--- config.mk ---
export PLATFORM = sky130hd
export DESIGN_NAME = smm_ctrl
export DESIGN_NICKNAME = d
export VERILOG_FILES = /design/src/verilog/smm_pkg.sv /design/src/verilog/smm_freq_mod.sv /design/src/verilog/smm_ctrl.sv
export VERILOG_INCLUDE_DIRS = /design/src /design/src/verilog
export SDC_FILE = /design/constraint.sdc
export NUM_CORES = 1
export LEC_CHECK = 0
export ABC_AREA = 0
export ABC_CLOCK_PERIOD_IN_PS = 5300
export BUFFER_PORTS_ARGS = -buffer_cell sky130_fd_sc_hd__buf_2
export CAP_MARGIN = 20
export CORE_MARGIN = 2
export CORE_UTILIZATION = 55
export DETAILED_ROUTE_END_ITERATION = 10
export HOLD_SLACK_MARGIN = 0.1
export PLACE_DENSITY = 0.77
export SYNTH_ARGS = -nofsm -noshare
export SYNTH_HDL_FRONTEND = slang
export SYNTH_HIERARCHICAL = 1
export SYNTH_SLANG_ARGS = --single-unit
--- constraint.sdc ---
create_clock -name SYS_CLK -period 5.3 [get_ports SYS_CLK]
set_input_delay 1.06 -clock SYS_CLK [delete_from_list [all_inputs] [get_ports SYS_CLK]]
set_output_delay 1.06 -clock SYS_CLK [all_outputs]
set_load 0.01 [all_outputs]
--- src/verilog/smm_consts.svh ---
// constants for the supply mode and monitor controller
// assumes inclusion by bare name from the package and the top module
`ifndef SMM_CONSTS_SVH
`define SMM_CONSTS_SVH
`define SMM_CLK_MHZ          100
`define SMM_MOD_RATE_KHZ     10
// half period of the 10 kHz modulation rate, in system clocks
`define SMM_MOD_HALF_CYC     ((`SMM_CLK_MHZ * 1000) / (`SMM_MOD_RATE_KHZ * 2))
`define SMM_SHORT_TIME_US    2000
`define SMM_SHORT_CYC        (`SMM_SHORT_TIME_US * `SMM_CLK_MHZ)
`define SMM_DEPTH_10         2'h0
`define SMM_DEPTH_20         2'h1
`define SMM_DEPTH_30         2'h2
`define SMM_THR_LOWEST       2'h0
`define SMM_ST_POWERUP       3'h0
`define SMM_ST_RESET         3'h1
`define SMM_ST_STARTUP       3'h2
`define SMM_ST_NORMAL        3'h3
`define SMM_ST_STANDBY       3'h4
`define SMM_ST_FLASH         3'h5
`define SMM_ST_SLEEP         3'h6
`define SMM_ST_FAILSAFE      3'h7
`endif

--- src/verilog/smm_pkg.sv ---
// types for the supply mode and monitor controller
// assumes the constants header is on the include path
`include "smm_consts.svh"
package smm_pkg;
    // operating modes reported by the chip state machine
    typedef enum logic [2:0] {
        SMM_POWERUP  = 3'b000,
        SMM_RESET    = 3'b001,
        SMM_STARTUP  = 3'b010,
        SMM_NORMAL   = 3'b011,
        SMM_STANDBY  = 3'b100,
        SMM_FLASH    = 3'b101,
        SMM_SLEEP    = 3'b110,
        SMM_FAILSAFE = 3'b111
    } smm_mode_e;
    // local supply state
    typedef enum logic [1:0] {
        SMM_OFF  = 2'b00,
        SMM_ON   = 2'b01,
        SMM_FAIL = 2'b10
    } smm_pwr_e;
    // auxiliary detector status
    typedef struct packed {
        logic under;
        logic over;
    } smm_aux_s;
    // frequency modulation control
    typedef struct packed {
        logic       enable;
        logic [1:0] depth;
    } smm_fm_s;
endpackage : smm_pkg

--- src/verilog/smm_freq_mod.sv ---
// square-wave switching frequency offset generator
// assumes a free running system clock; offset is a signed percentage
`timescale 1ns/1ps
`include "smm_consts.svh"
module smm_freq_mod #(
    parameter int HALF_CYC = `SMM_MOD_HALF_CYC
) (
    input  wire logic            SYS_CLK,
    input  wire logic            NRST,
    input  wire smm_pkg::smm_fm_s FM,
    output logic signed [5:0]    FREQ_OFFSET_PCT
);
    initial begin
        if (HALF_CYC < 2) $error("smm_freq_mod: HALF_CYC too small");
        // the half period counter is 16 bits wide
        if (HALF_CYC > 65536) $error("smm_freq_mod: HALF_CYC too large");
    end
    logic [15:0]        cnt;       // cycles inside a half period
    logic               up;        // sweep direction
    logic [15:0]        next_cnt;
    logic               next_up;
    logic signed [5:0]  next_off;
    logic signed [5:0]  lim;       // depth limit in percent

    // sweep offset between minus and plus the selected depth
    always_comb begin
        next_cnt = cnt;
        next_up  = up;
        next_off = FREQ_OFFSET_PCT;
        case (FM.depth)
            `SMM_DEPTH_10: lim = 6'sd10;
            `SMM_DEPTH_20: lim = 6'sd20;
            default:       lim = 6'sd30;
        endcase
        if (!FM.enable) begin
            // fixed frequency by default
            next_cnt = 16'h0000;
            next_up  = 1'b1;
            next_off = 6'sd0;
        end else if (cnt == 16'(HALF_CYC - 1)) begin
            next_cnt = 16'h0000;
            next_up  = ~up;
            next_off = up ? lim : -lim;
        end else begin
            next_cnt = cnt + 16'h0001;
        end
    end

    // register the sweep
    always_ff @(posedge SYS_CLK or negedge NRST) begin
        if (!NRST) begin
            cnt             <= 16'h0000;
            up              <= 1'b1;
            FREQ_OFFSET_PCT <= 6'sd0;
        end else begin
            cnt             <= next_cnt;
            up              <= next_up;
            FREQ_OFFSET_PCT <= next_off;
        end
    end
endmodule : smm_freq_mod

--- src/verilog/smm_ctrl.sv ---
// supply mode and monitor controller top
// assumes comparator outputs and control bits already synchronous
`timescale 1ns/1ps
`include "smm_consts.svh"
module smm_ctrl #(
    parameter int SHORT_CYC = `SMM_SHORT_CYC
) (
    input  wire logic              SYS_CLK,
    input  wire logic              NRST,
    input  wire logic              MID_ABOVE_ON,      // mid rail over on level
    input  wire logic              MID_ABOVE_OFF,     // mid rail over off level
    input  wire smm_pkg::smm_mode_e MODE,            // chip operating mode
    input  wire logic              WAKE_FROM_SLEEP,   // level while waking
    input  wire logic              FAILSAFE_RECOVER,  // level while recovering
    input  wire logic              STEP_UP_ENABLE_BIT,
    input  wire logic              SW_DEV_CONFIG,
    input  wire logic              CFG_STRAP,
    input  wire smm_pkg::smm_fm_s  FM_CTRL,
    input  wire logic [1:0]        MAIN_RESET_THRESHOLD,
    input  wire logic [3:0]        MAIN_ABOVE_LEVEL,  // above each reset level
    input  wire logic              MAIN_ABOVE_WARN,   // above highest level
    input  wire logic              MAIN_ABOVE_SHORT,  // above short threshold
    input  wire logic              AUX_ENABLE_BIT,
    input  wire logic              AUX_UNDER_RAW,
    input  wire logic              AUX_OVER_RAW,
    input  wire logic              AUX_FLAG_CLEAR,    // one-cycle host clear
    input  wire logic              AUX_IRQ_ENABLE,
    output logic                   CORE_RUN,
    output logic                   SHUTDOWN,
    output logic                   CONV_ENABLE,
    output logic                   BOOST_ACTIVE,
    output logic signed [5:0]      FREQ_OFFSET_PCT,
    output logic                   MAIN_UNDERVOLT,    // to the state machine
    output logic                   RESET_OUT_N_OE,
    output logic                   MAIN_LOW_WARN_N_OE,
    output logic                   SHORT_FAILSAFE,
    output logic                   SHORT_CAUSE,
    output logic                   AUX_SUPPLY_ON,
    output smm_pkg::smm_aux_s      AUX_STATUS,
    output logic                   AUX_UNDER_FLAG,
    output logic                   AUX_OVER_FLAG,
    output logic                   AUX_IRQ
);
    initial begin
        if (SHORT_CYC < 1) $error("smm_ctrl: SHORT_CYC must be positive");
    end

    // returns true for reset, start-up, normal, standby and flash
    function automatic logic active_mode(input smm_pkg::smm_mode_e m);
        active_mode = (m == smm_pkg::SMM_RESET)   ||
                      (m == smm_pkg::SMM_STARTUP) ||
                      (m == smm_pkg::SMM_NORMAL)  ||
                      (m == smm_pkg::SMM_STANDBY) ||
                      (m == smm_pkg::SMM_FLASH);
    endfunction : active_mode

    smm_pkg::smm_pwr_e pwr;           // local supply state
    smm_pkg::smm_pwr_e next_pwr;
    logic              boost_held;    // boost remembered across powerup
    logic              next_boost_held;
    logic [31:0]       short_cnt;     // time below short threshold
    logic [31:0]       next_short_cnt;
    logic              next_short_cause;
    logic              next_boost;
    logic              boost_req;     // request from bit or strap
    logic              main_uv;       // below selected reset level
    logic              next_aux_on;
    smm_pkg::smm_aux_s next_status;
    logic              next_uf;
    logic              next_of;

    // supply state: run between on level and off level
    always_comb begin
        next_pwr = pwr;
        case (pwr)
            smm_pkg::SMM_OFF:
                if (MID_ABOVE_ON) next_pwr = smm_pkg::SMM_ON;
            smm_pkg::SMM_ON: begin
                if (!MID_ABOVE_OFF) next_pwr = smm_pkg::SMM_FAIL;
            end
            smm_pkg::SMM_FAIL:
                next_pwr = smm_pkg::SMM_OFF;   // one cycle of shut-down
            default: next_pwr = smm_pkg::SMM_OFF;
        endcase
    end

    // boost selection; the strap counts only in development setup
    always_comb begin
        boost_req = STEP_UP_ENABLE_BIT ||
                    (SW_DEV_CONFIG && CFG_STRAP);
        next_boost_held = boost_held;
        next_boost = 1'b0;
        if (pwr != smm_pkg::SMM_ON || WAKE_FROM_SLEEP ||
            FAILSAFE_RECOVER) begin
            next_boost      = 1'b0;
            next_boost_held = 1'b0;
        end else if (active_mode(MODE)) begin
            next_boost      = boost_req;
            next_boost_held = boost_req;
        end else if (MODE == smm_pkg::SMM_POWERUP) begin
            // under-voltage recovery keeps the previous choice
            next_boost = boost_held;
        end else begin
            next_boost      = 1'b0;
            next_boost_held = 1'b0;
        end
    end

    // main output monitor and short-circuit timer
    always_comb begin
        main_uv = !MAIN_ABOVE_LEVEL[MAIN_RESET_THRESHOLD];
        next_short_cnt   = short_cnt;
        next_short_cause = SHORT_CAUSE;
        if (pwr != smm_pkg::SMM_ON || MAIN_ABOVE_SHORT) begin
            next_short_cnt = 32'h0000_0000;
        end else if (short_cnt != 32'(SHORT_CYC)) begin
            next_short_cnt = short_cnt + 32'h0000_0001;
        end
        // latched cause survives until the supply state is back in off
        if (next_short_cnt == 32'(SHORT_CYC)) begin
            next_short_cause = 1'b1;
        end else if (pwr == smm_pkg::SMM_OFF) begin
            next_short_cause = 1'b0;
        end
    end

    // auxiliary regulator and detectors
    always_comb begin
        next_aux_on = 1'b0;
        if (pwr == smm_pkg::SMM_ON && MODE != smm_pkg::SMM_SLEEP &&
            MODE != smm_pkg::SMM_RESET && MODE != smm_pkg::SMM_POWERUP &&
            active_mode(MODE)) begin
            next_aux_on = AUX_ENABLE_BIT;
        end
        next_status.under = AUX_UNDER_RAW && AUX_SUPPLY_ON;
        next_status.over  = AUX_OVER_RAW;
        // set wins over a clear in the same cycle
        next_uf = AUX_UNDER_FLAG && !AUX_FLAG_CLEAR;
        next_of = AUX_OVER_FLAG && !AUX_FLAG_CLEAR;
        if (next_status.under != AUX_STATUS.under) next_uf = 1'b1;
        if (next_status.over != AUX_STATUS.over) next_of = 1'b1;
    end

    // register every group
    always_ff @(posedge SYS_CLK or negedge NRST) begin
        if (!NRST) begin
            pwr                <= smm_pkg::SMM_OFF;
            boost_held         <= 1'b0;
            BOOST_ACTIVE       <= 1'b0;
            short_cnt          <= 32'h0000_0000;
            SHORT_CAUSE        <= 1'b0;
            MAIN_UNDERVOLT     <= 1'b1;
            MAIN_LOW_WARN_N_OE <= 1'b1;
            AUX_SUPPLY_ON      <= 1'b0;
            AUX_STATUS         <= '0;
            AUX_UNDER_FLAG     <= 1'b0;
            AUX_OVER_FLAG      <= 1'b0;
        end else begin
            pwr                <= next_pwr;
            boost_held         <= next_boost_held;
            BOOST_ACTIVE       <= next_boost;
            short_cnt          <= next_short_cnt;
            SHORT_CAUSE        <= next_short_cause;
            MAIN_UNDERVOLT     <= main_uv;
            MAIN_LOW_WARN_N_OE <= !MAIN_ABOVE_WARN;
            AUX_SUPPLY_ON      <= next_aux_on;
            AUX_STATUS         <= next_status;
            AUX_UNDER_FLAG     <= next_uf;
            AUX_OVER_FLAG      <= next_of;
        end
    end

    // derived outputs; open-drain reset pulls low on under-voltage
    assign CORE_RUN       = (pwr == smm_pkg::SMM_ON);
    assign SHUTDOWN       = (pwr != smm_pkg::SMM_ON);
    assign CONV_ENABLE    = (pwr == smm_pkg::SMM_ON);
    assign RESET_OUT_N_OE = MAIN_UNDERVOLT || !CORE_RUN;
    assign SHORT_FAILSAFE = SHORT_CAUSE;
    assign AUX_IRQ = AUX_IRQ_ENABLE &&
                     (AUX_UNDER_FLAG || AUX_OVER_FLAG);

    // modulation generator; off means fixed frequency
    smm_freq_mod u_fm (
        .SYS_CLK         (SYS_CLK),
        .NRST            (NRST),
        .FM              (FM_CTRL),
        .FREQ_OFFSET_PCT (FREQ_OFFSET_PCT)
    );
endmodule : smm_ctrl

==> flow_metrics.py <==
metrics = {
    "power_and_ir_drop": {
        "fin_total_pwr_mw": 1.07,
        "internal_power_mw": 0.818,
        "power_leakage_nw": 1.82,
        "pwr-share-seq_pct": 47.8,
        "power_density_mw_per_mm2": 265,
        "peakVddDrop_mv": 0.169,
        "p_sw_share_pct": 23.9,
        "pwr-share-comb_pct": 7.7,
        "p_clk_share_pct": 44.5,
        "power_switching_mw": 0.257,
    },
    "yosys": {
        "synth.distinct_cells": 59,
        "syn_area_mm2": 0.00356,
        "synth-edff-count": 0,
        "synth_top_area_share_pct": 43.6,
        "ys_async_sr_fraction_pct": 100,
        "synth-seq-area-share_pct": 45.8,
        "ys_top_cells_by_area": "dfrtp_1, xnor2_1, nor2_1, xor2_1, nand4_1",
        "synth_nets": 386,
        "ys.flop_type": "dfrtp_1",
        "synth_warnings": 6,
        "synth_top_area_cell": "dfrtp_1",
        "synth_cells": 355,
        "synth-seq-cells": 65,
        "syn_area_per_cell_um2": 10.0,
    },
    "cts": {
        "cts_buffers": 9,
        "cts_root_buf": "clkbuf_8",
        "post_cts_buffers": 0,
        "cts_tree": "yes",
        "cts_sinks": 65,
        "hold_buffers": 0,
        "post_cts_resized": 0,
        "clkTransAtPathRegs_ns": 0.08,
        "clock_latency_ns": 0.34,
        "htree_levels": 3,
        "clockBufferDepth": 2,
    },
    "die": {
        "row_count": 29,
        "die_area_mm2": 0.00712,
        "initial_utilization_pct": 56.3,
        "die_y_um": 84.4,
        "die_width_um": 84.4,
        "core_area_mm2": 0.00631,
        "ioPinCount": 49,
    },
    "finish": {
        "nFillCells": 514,
        "drive_gt1_share_pct": 21.1,
        "area_growth_pct": 14.1,
        "diodes": 0,
        "final_nets": 433,
        "layout_common_cells": "dfrtp_1, nor2_1, buf_2, xnor2_1, xor2_1",
        "final_common_cell": "dfrtp_1",
        "final_area_mm2": 0.00406,
    },
    "global_routing": {
        "grt_max_degree": 66,
        "antenna_found_initial": 0,
        "grt_overflow": 0,
        "grt_usage_pct": 21.8,
        "first_global_vias": 2718,
        "grt_pass1_wl_mm": 12.5,
    },
    "sta": {
        "timing.slew.headroom_pct": 42.7,
        "rsz0062_at_grt": "false",
        "skew_ns": 0.0134,
        "final.setup.worst_slack_ns": 2.47,
        "fmax_mhz": 353,
        "maxSlewViolCount": 0,
        "hold_viol": 0,
        "finalCritPeriodShare_pct": 53.4,
        "worst_pin_slew_ns": 0.852,
        "fin_setup_tns_ns": 0,
        "min_period_ns": 2.83,
        "hold_slack_ns": 0.435,
        "finalSetupViolations": 0,
    },
    "routing": {
        "num_vias": 2753,
        "firstDrtPassIters": 4,
        "wirelength_mm": 7.19,
        "drt_iter0_drc": 123,
        "drc": 0,
        "drtAntennaViolNets": 0,
        "wire_per_inst_um": 14.9,
        "routed_via_density": 5.69,
    },
    "job": {
        "drv_cap": 0,
    },
    "place": {
        "place_area_mm2": 0.00383,
        "place.port_buffers": 47,
        "place.gp.congestion": 0.841,
        "dp_hpwl_mm": 5.00,
        "detailedPlace.worstSlack_ns": 2.47,
    },
    "worst_setup_path": {
        "reg2reg_slack_ns": 2.47,
        "crit_type": "flip-flop to flip-flop",
        "slowest_stage": "nor4_4",
        "cp-start-kind": "flip-flop",
        "crit_path_cell_trace": "ha_1, nand4_4, nor4_4, nand3_1, xor2_1, a31oi_1, or4_1, o31ai_1",
        "cp-end-kind": "flip-flop",
        "worst-path-max-fanout": 10,
        "required_ns": 5.53,
        "startpoint": "short_cnt[1]",
        "r2r-start": "short_cnt[1]",
        "slowest_delay_ns": 0.59,
        "r2r_end": "SHORT_CAUSE",
        "reg2reg_depth": 8,
        "arrival_ns": 3.06,
    },
    "min_path": {
        "worstHoldStart": "pwr[1]",
        "hp-class": "flip-flop to flip-flop",
        "min_to": "pwr[0]",
        "hold_depth": 1,
    },
    "outcome": {
        "status": "completed",
    },
}
[area by class of cell]
| type | instances | area [um^2] | area share [%] |
|---|---|---|---|
| Clock buffer | 10 | 138 | 3.39 |
| Clock inverter | 6 | 90.1 | 2.22 |
| Inverter | 13 | 48.8 | 1.20 |
| Multi-Input combinational cell | 263 | 1800 | 44.3 |
| Sequential cell | 65 | 1630 | 40.2 |
| Tap cell | 77 | 96.3 | 2.38 |
| Timing Repair Buffer | 50 | 258 | 6.35 |
[synthesized netlist by cell type, drive strengths merged, types with 8 or more instances]
cell	instances
dfrtp	62
nor2	51
xnor2	25
xor2	21
nand2	19
nand3	17
nand4	16
nor4	14
inv	13
buf	12
nor3	11
o21ai	10
and3	8
mux2i	8
[critical path: cells and delay by family, from the launching register on]
family	cells	cell delay (ns)
AND/OR/NAND/NOR	4	1.38
flip-flops	1	0.43
AO/OA/AOI/OAI	2	0.35
adder cells (fa/ha/maj)	1	0.33
XOR/XNOR	1	0.23
[worst max path at each step]
stage	endpoint	slack [ns]	depth (start not counted)
after floorplan	SHORT_CAUSE	2.91	8
after global placement	SHORT_CAUSE	2.65	8
after detailed placement	SHORT_CAUSE	2.47	8
after CTS	SHORT_CAUSE	2.44	8
after global routing	SHORT_CAUSE	2.22	8
final	SHORT_CAUSE	2.47	8
[state kept, by name, indices dropped and copies added, names as in the netlist, 2 cells and up]
name                  cells
pwr                       2
AUX_STATUS                2
u_fm/cnt                 16
short_cnt                32
u_fm/FREQ_OFFSET_PCT      5
[cells by family (layout without fill, tap and decap cells)]
logic type | after synthesis | count (layout) | share of synthesized area [%]
simple gates | 172 | 172 | 28.6
flops | 65 | 65 | 45.8
xor+xnor | 46 | 46 | 11.3
mux | 9 | 9 | 2.89
other cells | 1 | 1 | 0.105
buf+inv | 27 | 79 | 3.66
compound gates | 32 | 32 | 6.51
fa+ha+maj | 3 | 3 | 1.06
[per-stage QoR]
step                      util [%]  instances
after CTS                     64.2        484
after detailed placement      60.6        468
final                         64.2        484
after floorplan                  -        355
after global routing          64.2        484
after global placement        60.6        468
[power groups by stage]
stage	logic [mW]	clock network [mW]	registers, mW
6_report	0.0829	0.478	0.514
5_1_grt	0.0933	0.506	0.515
4_1_cts	0.0842	0.486	0.514
3_5_place_dp	0.0841	0	0.523
3_3_place_gp	0.0822	0	0.523
2_1_floorplan	0.0431	0	0.525
[routing by layer]
layer | share of wire (%) | GRT usage [%] | up-vias
li1 | - | - | 1351
met1 | 46 | 29.7 | 1326
met2 | 49 | 34.3 | 62
met3 | 3.5 | 3.74 | 14
met4 | 1.8 | 9.81 | 0
met5 | 0 | 0 | -
(Power assumes the default switching activity.)
